[config.mk]
export PLATFORM = sky130hd
export DESIGN_NAME = bfd_decoder
export DESIGN_NICKNAME = d
export VERILOG_FILES = /design/src/rtl/bfd_pkg.sv /design/src/rtl/bfd_alu.sv /design/src/rtl/bfd_decoder.sv
export SDC_FILE = /design/constraint.sdc
export NUM_CORES = 1
export LEC_CHECK = 0
export BUFFER_PORTS_ARGS = -buffer_cell sky130_fd_sc_hd__buf_2
export CAP_MARGIN = 10
export CORE_MARGIN = 2
export CORE_UTILIZATION = 55
export DETAILED_ROUTE_END_ITERATION = 12
export PLACE_DENSITY = 0.7
export SLEW_MARGIN = 20
export SYNTH_ARGS = -nofsm -noshare
export SYNTH_HDL_FRONTEND = slang
export SYNTH_SLANG_ARGS = --single-unit
[constraint.sdc]
create_clock -name ref_clk -period 3.84 [get_ports ref_clk]
set_clock_uncertainty 0.15 [all_clocks]
set_input_delay 0.192 -clock ref_clk [delete_from_list [all_inputs] [get_ports ref_clk]]
set_output_delay 0.192 -clock ref_clk [all_outputs]
set_load 0.02 [all_outputs]
[src/rtl/bfd_pkg.sv]
// Shared opcodes, field positions, flag bits and reset values for the decoder
package bfd_pkg;
	// Instruction word and field layout
	localparam int BFD_IW = 12;
	localparam int BFD_ADDR_W = 5;
	localparam int BFD_DEST_BIT = 5;
	localparam int BFD_BIT_LSB = 5;
	localparam int BFD_FILE_DEPTH = 32;
	// Upper six bits of byte-file opcodes
	localparam logic [5:0] BFD_OP_OR_FILE = 6'h04;
	localparam logic [5:0] BFD_OP_AND_FILE = 6'h05;
	localparam logic [5:0] BFD_OP_ADD_FILE = 6'h07;
	localparam logic [5:0] BFD_OP_DEC_FILE = 6'h03;
	localparam logic [5:0] BFD_OP_MOVE_FILE = 6'h08;
	localparam logic [5:0] BFD_OP_INV_FILE = 6'h09;
	localparam logic [5:0] BFD_OP_DEC_SKIP = 6'h0b;
	// Upper four bits of bit and literal opcodes
	localparam logic [3:0] BFD_OP_CLR_BIT = 4'h4;
	localparam logic [3:0] BFD_OP_LOAD_LIT = 4'hc;
	localparam logic [3:0] BFD_OP_OR_LIT = 4'hd;
	localparam logic [3:0] BFD_OP_AND_LIT = 4'he;
	// Status flag positions in flags output
	localparam int BFD_FLAG_C = 0;
	localparam int BFD_FLAG_DC = 1;
	localparam int BFD_FLAG_Z = 2;
	// Reset values
	localparam logic [7:0] BFD_ACC_RST = 8'h00;
	localparam logic [2:0] BFD_FLAGS_RST = 3'h0;
	localparam logic [7:0] BFD_FILE_RST = 8'h00;
	// State encoding
	typedef enum logic [1:0] {
		BFD_ST_EXEC = 2'b01,
		BFD_ST_SKIP = 2'b10
	} bfd_state_t;
endpackage

[src/rtl/bfd_alu.sv]
// Combinational datapath computing result and flags for one instruction
`timescale 1ns/1ps
module bfd_alu
	import bfd_pkg::*;
(
	input wire logic [11:0] instr,
	input wire logic [7:0] acc,
	input wire logic [7:0] file_val,
	input wire logic [2:0] flags_in,
	output logic [7:0] result,
	output logic [2:0] flags_out,
	output logic to_file,
	output logic write_en,
	output logic skip_req,
	output logic known
);
	logic [8:0] sum;
	logic [4:0] low_sum;
	logic [7:0] lit;
	logic dest;
	assign sum = {1'b0, acc} + {1'b0, file_val};
	assign low_sum = {1'b0, acc[3:0]} + {1'b0, file_val[3:0]};
	assign lit = instr[7:0];
	assign dest = instr[BFD_DEST_BIT];

	// Decode, compute result, route it and update flags
	always_comb
	begin
		result = 8'h00;
		flags_out = flags_in;
		to_file = dest;
		write_en = 1'b1;
		skip_req = 1'b0;
		known = 1'b1;
		if (instr[11:8] == BFD_OP_CLR_BIT)
		begin
			result = file_val & ~(8'h01 << instr[7:5]);
			to_file = 1'b1;
		end
		else if (instr[11:8] == BFD_OP_AND_LIT)
		begin
			result = acc & lit;
			to_file = 1'b0;
			flags_out[BFD_FLAG_Z] = (result == 8'h00);
		end
		else if (instr[11:8] == BFD_OP_OR_LIT)
		begin
			result = acc | lit;
			to_file = 1'b0;
			flags_out[BFD_FLAG_Z] = (result == 8'h00);
		end
		else if (instr[11:8] == BFD_OP_LOAD_LIT)
		begin
			result = lit;
			to_file = 1'b0;
		end
		else
		begin
			unique case (instr[11:6])
				BFD_OP_AND_FILE: result = acc & file_val;
				BFD_OP_OR_FILE: result = acc | file_val;
				BFD_OP_DEC_FILE: result = file_val - 8'h01;
				BFD_OP_MOVE_FILE: result = file_val;
				BFD_OP_INV_FILE: result = ~file_val;
				BFD_OP_DEC_SKIP: result = file_val - 8'h01;
				BFD_OP_ADD_FILE:
				begin
					result = sum[7:0];
					flags_out[BFD_FLAG_C] = sum[8];
					flags_out[BFD_FLAG_DC] = low_sum[4];
				end
				default:
				begin
					known = 1'b0;
					write_en = 1'b0;
				end
			endcase
			if (known && instr[11:6] != BFD_OP_DEC_SKIP)
				flags_out[BFD_FLAG_Z] = (result == 8'h00);
			skip_req = (instr[11:6] == BFD_OP_DEC_SKIP)
				&& (result == 8'h00);
		end
	end
endmodule // bfd_alu

[src/rtl/bfd_decoder.sv]
// Byte-file and literal instruction executor with 32-entry file space
`timescale 1ns/1ps
module bfd_decoder
	import bfd_pkg::*;
(
	input wire logic ref_clk,
	input wire logic reset_n,
	input wire logic instr_valid,
	input wire logic [11:0] instr,
	output logic instr_ready,
	output logic [7:0] acc_out,
	output logic [2:0] flags,
	output logic skip_out,
	output logic illegal_out,
	input wire logic [4:0] peek_addr,
	output logic [7:0] peek_data
);
	typedef struct packed {
		bfd_state_t state;
		logic [7:0] acc;
		logic [2:0] flags;
		logic skip;
		logic illegal;
		logic [7:0] peek;
	} bfd_regs_t;

	bfd_regs_t r_q;
	bfd_regs_t r_d;
	logic [7:0] file_q [BFD_FILE_DEPTH];
	logic [4:0] addr;
	logic [7:0] result;
	logic [2:0] alu_flags;
	logic to_file;
	logic write_en;
	logic skip_req;
	logic known;
	logic exec;

	assign addr = instr[BFD_ADDR_W-1:0];
	assign exec = instr_valid && r_q.state == BFD_ST_EXEC;
	// Ready unless the prefetched word is being discarded
	assign instr_ready = (r_q.state == BFD_ST_EXEC);
	assign acc_out = r_q.acc;
	assign flags = r_q.flags;
	assign skip_out = r_q.skip;
	assign illegal_out = r_q.illegal;
	assign peek_data = r_q.peek;

	bfd_alu u_alu (
		.instr(instr),
		.acc(r_q.acc),
		.file_val(file_q[addr]),
		.flags_in(r_q.flags),
		.result(result),
		.flags_out(alu_flags),
		.to_file(to_file),
		.write_en(write_en),
		.skip_req(skip_req),
		.known(known)
	);

	// Next-state: execute, or swallow one word as a no-op after skip
	always_comb
	begin
		r_d = r_q;
		r_d.skip = 1'b0;
		r_d.illegal = 1'b0;
		r_d.peek = file_q[peek_addr];
		unique case (r_q.state)
			BFD_ST_EXEC:
			begin
				if (instr_valid)
				begin
					r_d.flags = alu_flags;
					r_d.illegal = !known;
					if (write_en && !to_file)
						r_d.acc = result;
					if (skip_req)
					begin
						r_d.state = BFD_ST_SKIP;
						r_d.skip = 1'b1;
					end
				end
			end
			BFD_ST_SKIP:
			begin
				if (instr_valid)
					r_d.state = BFD_ST_EXEC;
			end
			default: r_d.state = BFD_ST_EXEC;
		endcase
	end

	// State register
	always_ff @(posedge ref_clk or negedge reset_n)
	begin
		if (!reset_n)
		begin
			r_q.state <= BFD_ST_EXEC;
			r_q.acc <= BFD_ACC_RST;
			r_q.flags <= BFD_FLAGS_RST;
			r_q.skip <= 1'b0;
			r_q.illegal <= 1'b0;
			r_q.peek <= BFD_FILE_RST;
		end
		else
			r_q <= r_d;
	end

	// File register array with write-back
	always_ff @(posedge ref_clk or negedge reset_n)
	begin
		if (!reset_n)
		begin
			for (int i = 0; i < BFD_FILE_DEPTH; i++)
				file_q[i] <= BFD_FILE_RST;
		end
		else if (exec && write_en && to_file)
			file_q[addr] <= result;
	end

	logic [7:0] f_old;
	assign f_old = file_q[addr];
endmodule // bfd_decoder

# [Word-level counts from Yosys, hierarchy flattened]
# Index checks and enable logic that the tools add are counted.
[word_totals] register_bits=279 out_inout_bits=22 wordCells=150 input_bits=20
[classes] bitwise=13 addsub=3 magnitude_cmp=3 n_reduce_logical=19 shift=1 mux=54 n_eq_ne=18
[op_table] cell="bitwise mux 256 bit" n=1
[op_table] cell="two-way mux 8 bit" n=14
[op_table] cell="binary-select mux 8 bit (select 5 bit)" n=2
[op_table] cell="case mux 8 bit (6 select lines)" n=1
[op_table] cell="demux 8 bit (select 5 bit)" n=1
[op_table] cell="two-way mux 1 bit" n=25
[op_table] cell="AND 8 bit" n=3
[op_table] cell="logical NOT 8 bit" n=3
[op_table] cell="== test 6 x 3 -> 1 bit, second input constant" n=3
[op_table] cell="== test 6 x 4 -> 1 bit, second input constant" n=3
[op_table] cell="inverter 8 bit" n=2
[op_table] cell="bitwise OR 8 bit" n=2
[op_table] cell="two-way mux 15 bit" n=1
[op_table] cell="== test 4 bit, second input constant" n=3
[op_table] cell="greater-or-equal comparator 6 bit, second input constant" n=2
[op_table] cell="two-way mux 2 bit" n=6
[op_table] cell="inverter 5 -> 6 bit" n=2
[op_table] cell="adder 8 x 8 -> 9 bit" n=1
[op_table] cell="left shift 1 x 3 -> 8 bit, first input constant" n=1
[op_table] cell="subtractor 8 x 1 -> 8 bit, second input constant" n=1
[op_table] cell="logical AND 1 bit" n=7
[op_table] cell="AND reduction 7 bit" n=1
[op_table] cell="OR reduction 7 bit" n=1
[op_table] cell="== test 6 x 2 -> 1 bit, second input constant" n=1
[op_table] cell="17 further kinds" n=24

# [Depth between registers and ports, before layout]
[logic_depth] depth_word=19 ltp_mapped=20 ltp_nobuf=16

# [Cells and area by module]
# Synthesis repeated with hierarchy kept, for this count alone.
[hier_totals] cells_unflattened=1157 area_unflattened_um2=16196.8
[modules_own_cells] module="bfd_decoder" area_per_inst_um2=14428.8 seq_area_each_um2=6982.9 n_inst=1 cells_each=891
[modules_own_cells] module="bfd_alu" area_per_inst_um2=1767.9 seq_area_each_um2=0.0 n_inst=1 cells_each=266

# [Worst setup path before layout]
# No wires, ideal clock.
[synth_timing] path_kind="input to register" start="in instr[3]" end="reg r_q[21] (netlist name)" t_arrival_ns=3.502 setup_ns=0.086 path_buffers=2 required_time_ns=3.604 path_stages=18 setup_slack_ns=0.102 cell_sequence="buf_6 -> or4b_4 -> buf_6 -> o22ai_2 -> nor4_4 -> nand2_2 -> ha_1 -> inv_1 -> fa_1 -> nor2b_1 -> o21ai_0 -> a21boi_0 -> o32a_1 -> o22a_1 -> o211a_1 -> nor4b_2 -> nand4b_2 -> o41a_1"
[synth_between] elab_chain_len=18 word_cells_on_any_way=22 cone_classes="add/sub: 2; eq/ne: 1; mux: 12; bitwise: 4; reduce/logical: 3"
[synth_rtl] element="start: declaration" line_no="bfd_decoder.sv:9" text="input wire logic [11:0] instr,"
[synth_rtl] element="inverter 5 -> 6 bit *"
[synth_rtl] element="binary-select mux 8 bit (select 5 bit) *"
[synth_rtl] element="two-way mux 8 bit (not written as such) * (2 in a row)" line_no="bfd_decoder.sv:52" text=".file_val(file_q[addr]),"
[synth_rtl] element="adder 8 x 8 -> 9 bit (tied with other cells)" line_no="bfd_alu.sv:21" text="assign sum = {1'b0, acc} + {1'b0, file_val};"
[synth_rtl] element="case mux 8 bit (6 select lines) *" line_no="bfd_alu.sv:59" text="unique case (instr[11:6])"
[synth_rtl] element="two-way mux 8 bit *" line_no="bfd_alu.sv:52" text="else if (instr[11:8] == BFD_OP_LOAD_LIT)"
[synth_rtl] element="two-way mux 8 bit *" line_no="bfd_alu.sv:46" text="else if (instr[11:8] == BFD_OP_OR_LIT)"
[synth_rtl] element="two-way mux 8 bit *" line_no="bfd_alu.sv:40" text="else if (instr[11:8] == BFD_OP_AND_LIT)"
[synth_rtl] element="two-way mux 8 bit *" line_no="bfd_alu.sv:35" text="if (instr[11:8] == BFD_OP_CLR_BIT)"
[synth_rtl] element="logical NOT 8 bit *" line_no="bfd_alu.sv:81" text="&& (result == 8'h00);"
[synth_rtl] element="logical AND 1 bit *" line_no="bfd_alu.sv:81"
[synth_rtl] element="two-way mux 1 bit *" line_no="bfd_alu.sv:52"
[synth_rtl] element="two-way mux 1 bit *" line_no="bfd_alu.sv:46"
[synth_rtl] element="two-way mux 1 bit *" line_no="bfd_alu.sv:40"
[synth_rtl] element="two-way mux 1 bit *" line_no="bfd_alu.sv:35"
[synth_rtl] element="!= test 2 x 1 -> 1 bit (no line) *"
[synth_rtl] element="AND reduction 3 bit (no line) *"
[synth_rtl] element="end signal: assignment" line_no="bfd_decoder.sv:107" text="r_q <= r_d;"
[synth_rtl] element="end: declaration" line_no="bfd_decoder.sv:27" text="bfd_regs_t r_q;"
# Mark *: on every way between the ends. The rest lies on a longest branch, timed or not. The select of a mux whose other input is x is not followed.
# A chain may end at the register's enable or synchronous reset.

# [Worst setup path after layout]
[layout_timing] start="reg file_q[193] (netlist name)" end="reg r_q[21] (netlist name)"
[layout_between] elab_chain_len=17 word_cells_on_any_way=21 cone_classes="add/sub: 2; eq/ne: 1; mux: 12; bitwise: 3; reduce/logical: 3"
[layout_rtl] element="start: declaration" line_no="bfd_decoder.sv:29" text="logic [7:0] file_q [BFD_FILE_DEPTH];"
[layout_rtl] element="start signal: indexed assignment" line_no="bfd_decoder.sv:119" text="file_q[addr] <= result;"
[layout_rtl] element="binary-select mux 8 bit (select 5 bit) *"
[layout_rtl] element="two-way mux 8 bit (not written as such) * (2 in a row)" line_no="bfd_decoder.sv:52"
[layout_rtl] element="adder 8 x 8 -> 9 bit (tied with other cells)" line_no="bfd_alu.sv:21"
[layout_rtl] element="case mux 8 bit (6 select lines) *" line_no="bfd_alu.sv:59"
[layout_rtl] element="two-way mux 8 bit *" line_no="bfd_alu.sv:52"
[layout_rtl] element="two-way mux 8 bit *" line_no="bfd_alu.sv:46"
[layout_rtl] element="two-way mux 8 bit *" line_no="bfd_alu.sv:40"
[layout_rtl] element="two-way mux 8 bit *" line_no="bfd_alu.sv:35"
[layout_rtl] element="logical NOT 8 bit *" line_no="bfd_alu.sv:81"
[layout_rtl] element="logical AND 1 bit *" line_no="bfd_alu.sv:81"
[layout_rtl] element="two-way mux 1 bit *" line_no="bfd_alu.sv:52"
[layout_rtl] element="two-way mux 1 bit *" line_no="bfd_alu.sv:46"
[layout_rtl] element="two-way mux 1 bit *" line_no="bfd_alu.sv:40"
[layout_rtl] element="two-way mux 1 bit *" line_no="bfd_alu.sv:35"
[layout_rtl] element="!= test 2 x 1 -> 1 bit (no line) *"
[layout_rtl] element="AND reduction 3 bit (no line) *"
# Marked as above.

==> reports/qor.csv <==
metric;value;unit
min_period;3.81;ns
wl_per_cell;25.9;µm
gp_congestion;1.06;
worstSetupStartpointType;flop;
holdCritStartpoint;instr[11];
fin_util;68.4;%
drc;0;
num_vias;13600;
tightest_slew;0.815;ns
clock_path_buffers;3;
maxCapViolations;0;
r2r.worst_path.cells;17;
htreeDepth;1;
ys_dominant_reg_cell;dfrtp_1;
whs_path_depth;4;
grt_pass1_vias;13100;
design.die.area;30900;µm²
synth_cell_type_count;78;
rr_endpoint;r_q[21]$_DFFE_PN1P_;
fin_nets;1756;
crit-reg2reg-launch;file_q[193]$_DFFE_PN0P_;
end_kind;flop;
p_leak;8.75;nW
firstDrtPassIters;7;
syn_avg_cell_area;10.6;µm²
clk_latency;0.59;ns
status;completed;
crit_fanout;4;
synth_edf_count;0;
root_buffer;clkbuf_16;
drtAntennaViolNets;0;
antenna_found_initial;1;
synthesis.area;16200;µm²
ys_warn_count;0;
seq_area_frac_synth;43.0;%
crit_type;flop to flop;
clkSlewWorstSetupHoldPaths;0.07;ns
grtUsageTotal;35.2;%
powerDensity;382;nW/µm²
vias_per_cell;6.41;
mostFrequentLayoutCells;dfrtp_1, nand2_1, buf_4;
io_pins;42;
layout-drive-gt1-share;34.9;%
syn_inst;1535;
port_buffers;41;
drtIter0Drc;1765;
power;7.54;mW
hold_class;primary input to flop;
vdd_drop_max;358;µV
worst_slack;0.0265;ns
place_ws;-0.463;ns
reg2reg_slack;0.03;ns
die_x;176;µm
initial_core_util;56.3;%
cts_tree;yes;
rsz0062_at_grt;true;
arrival;4.17;ns
finalHoldWorstSlack;0.0449;ns
async_reset_ff_share;100;%
finalWirelength;55000;µm
max_slew_margin;45.7;%
fmax;0.262;GHz
grt_max_degree;99;
rows;62;
synth-seq-cells;279;
overflow;0;
syn_nets;1573;
hold_end;illegal_out$_DFF_PN0_;
core_area;28900;µm²
dieHeight;176;µm
setup_violations;0;
cts_buffers;31;
dp_hpwl;38400;µm
cp.required;4.20;ns
slew_violations;0;
placed_area;18100;µm²
cts.sinks;279;
final_common_cell;dfrtp_1;
stdcell_area;19700;µm²
min_period_over_period;99.3;%
syn2layout_area_growth;21.5;%
grt_pass1_wl;81800;µm
hold_viol;0;
timing repair:
| item | CTS | global route |
|---|---|---|
| pin swaps | 5 | 22 |
| gates resized for setup | 16 | 88 |
| gates cloned | 1 | 7 |
| hold endpoints to repair | 107 | 0 |
| endpoints found under the setup margin | 135 | 169 |
| setup buffers | 6 | 6 |
| hold buffers | 4 | 0 |
area by class of cell:
cell class / instances / area, µm²
clock inverters: 11 / 104
fillers: 2167 / 9120
flip-flops and latches: 279 / 6980
well taps: 384 / 480
multi-input cells: 1081 / 8650
repair buffers: 304 / 2560
inverters: 21 / 81.3
clock buffers: 45 / 878
diodes: 1 / 2.50
cells by family (layout without fill, tap and decap cells):
kind of cell	after synthesis	count (layout)	synth area share [%]
adder cells (fa/ha/maj)	19	19	1.49
multiplexers	242	242	22.0
XOR/XNOR	5	5	0.270
buffers and inverters	175	381	5.83
AO/OA/AOI/OAI	380	380	14.5
AND/OR/NAND/NOR	435	435	12.9
other	0	1	0
flip-flops	279	279	43.0
worst max path at each step:
stage / endpoint / start / cells after the start / slack (ns)
floorplan: r_q[21]$_DFFE_PN1P_ / instr[3] / 18 / 0.10
global placement: r_q[21]$_DFFE_PN1P_ / instr[3] / 19 / -0.38
detailed placement: r_q[21]$_DFFE_PN1P_ / instr[0] / 18 / -0.46
CTS: r_q[21]$_DFFE_PN1P_ / file_q[232]$_DFFE_PN0P_ / 17 / -0.01
global route: r_q[21]$_DFFE_PN1P_ / file_q[160]$_DFFE_PN0P_ / 18 / -0.09
finish: r_q[21]$_DFFE_PN1P_ / file_q[193]$_DFFE_PN0P_ / 17 / 0.03
per-stage QoR:
stage	TNS [ns]	instances
after floorplan	0	1535
after global routing	-1.49	2125
after CTS	-0.0143	2115
final	0	2126
after global placement	-46.89	2048
after detailed placement	-56.63	2048
where the power goes:
group	total [mW]	switching, mW	internal (mW)
logic	1.38	0.777	0.605
clock network	2.92	1.27	1.65
registers	3.24	0.148	3.09
total	7.54	2.19	5.35
routing by layer:
layer,GRT usage [%],share of wire (%),vias to the layer above
met5,0,0,-
met3,9.00,12,142
met4,12.1,4.1,0
li1,-,-,5950
met1,50.3,40,6786
met2,52.8,45,743
state kept, by name, indices dropped and copies added, names as in the netlist:
name,flops
acc_out,8
file_q,256
skip_out,1
flags,3
illegal_out,1
r_q,2
peek_data,8
Yosys cell counts, types with 8 or more instances:
| library cell | number | share of area, % |
|---|---|---|
| o21ai_1 | 8 | 0.25 |
| mux2i_1 | 113 | 7.0 |
| o22ai_1 | 63 | 2.4 |
| o21ai_0 | 162 | 5.0 |
| nor2b_1 | 12 | 0.46 |
| ha_1 | 17 | 1.3 |
| mux2_2 | 41 | 2.8 |
| buf_6 | 25 | 1.7 |
| buf_4 | 21 | 0.97 |
| o21ai_2 | 46 | 2.5 |
| clkbuf_1 | 78 | 1.8 |
| buf_1 | 11 | 0.25 |
| nor4_1 | 12 | 0.46 |
| mux4_2 | 88 | 12 |
| nor3_1 | 12 | 0.37 |
| inv_1 | 19 | 0.44 |
| nand2_1 | 265 | 6.1 |
| dfrtp_1 | 278 | 43 |
| buf_2 | 16 | 0.49 |
| nor2_1 | 54 | 1.2 |
| a21oi_1 | 53 | 1.6 |
worst max-delay path: stages, from the launching register on:
cell and delay [ns]:
dfrtp_1 0.42, mux2i_2 0.19, buf_4 0.20, o22ai_4 0.08, nor4_4 0.36, nand2_4 0.11, buf_6 0.15, ha_4 0.16
buf_4 0.13, a21o_1 0.16, a211oi_2 0.22, o32ai_1 0.10, nand2_1 0.10, and3_4 0.18, a22oi_2 0.10, nor4b_4 0.40
nand4b_4 0.17, o41a_1 0.35
Power figures use the tool's default switching activity.
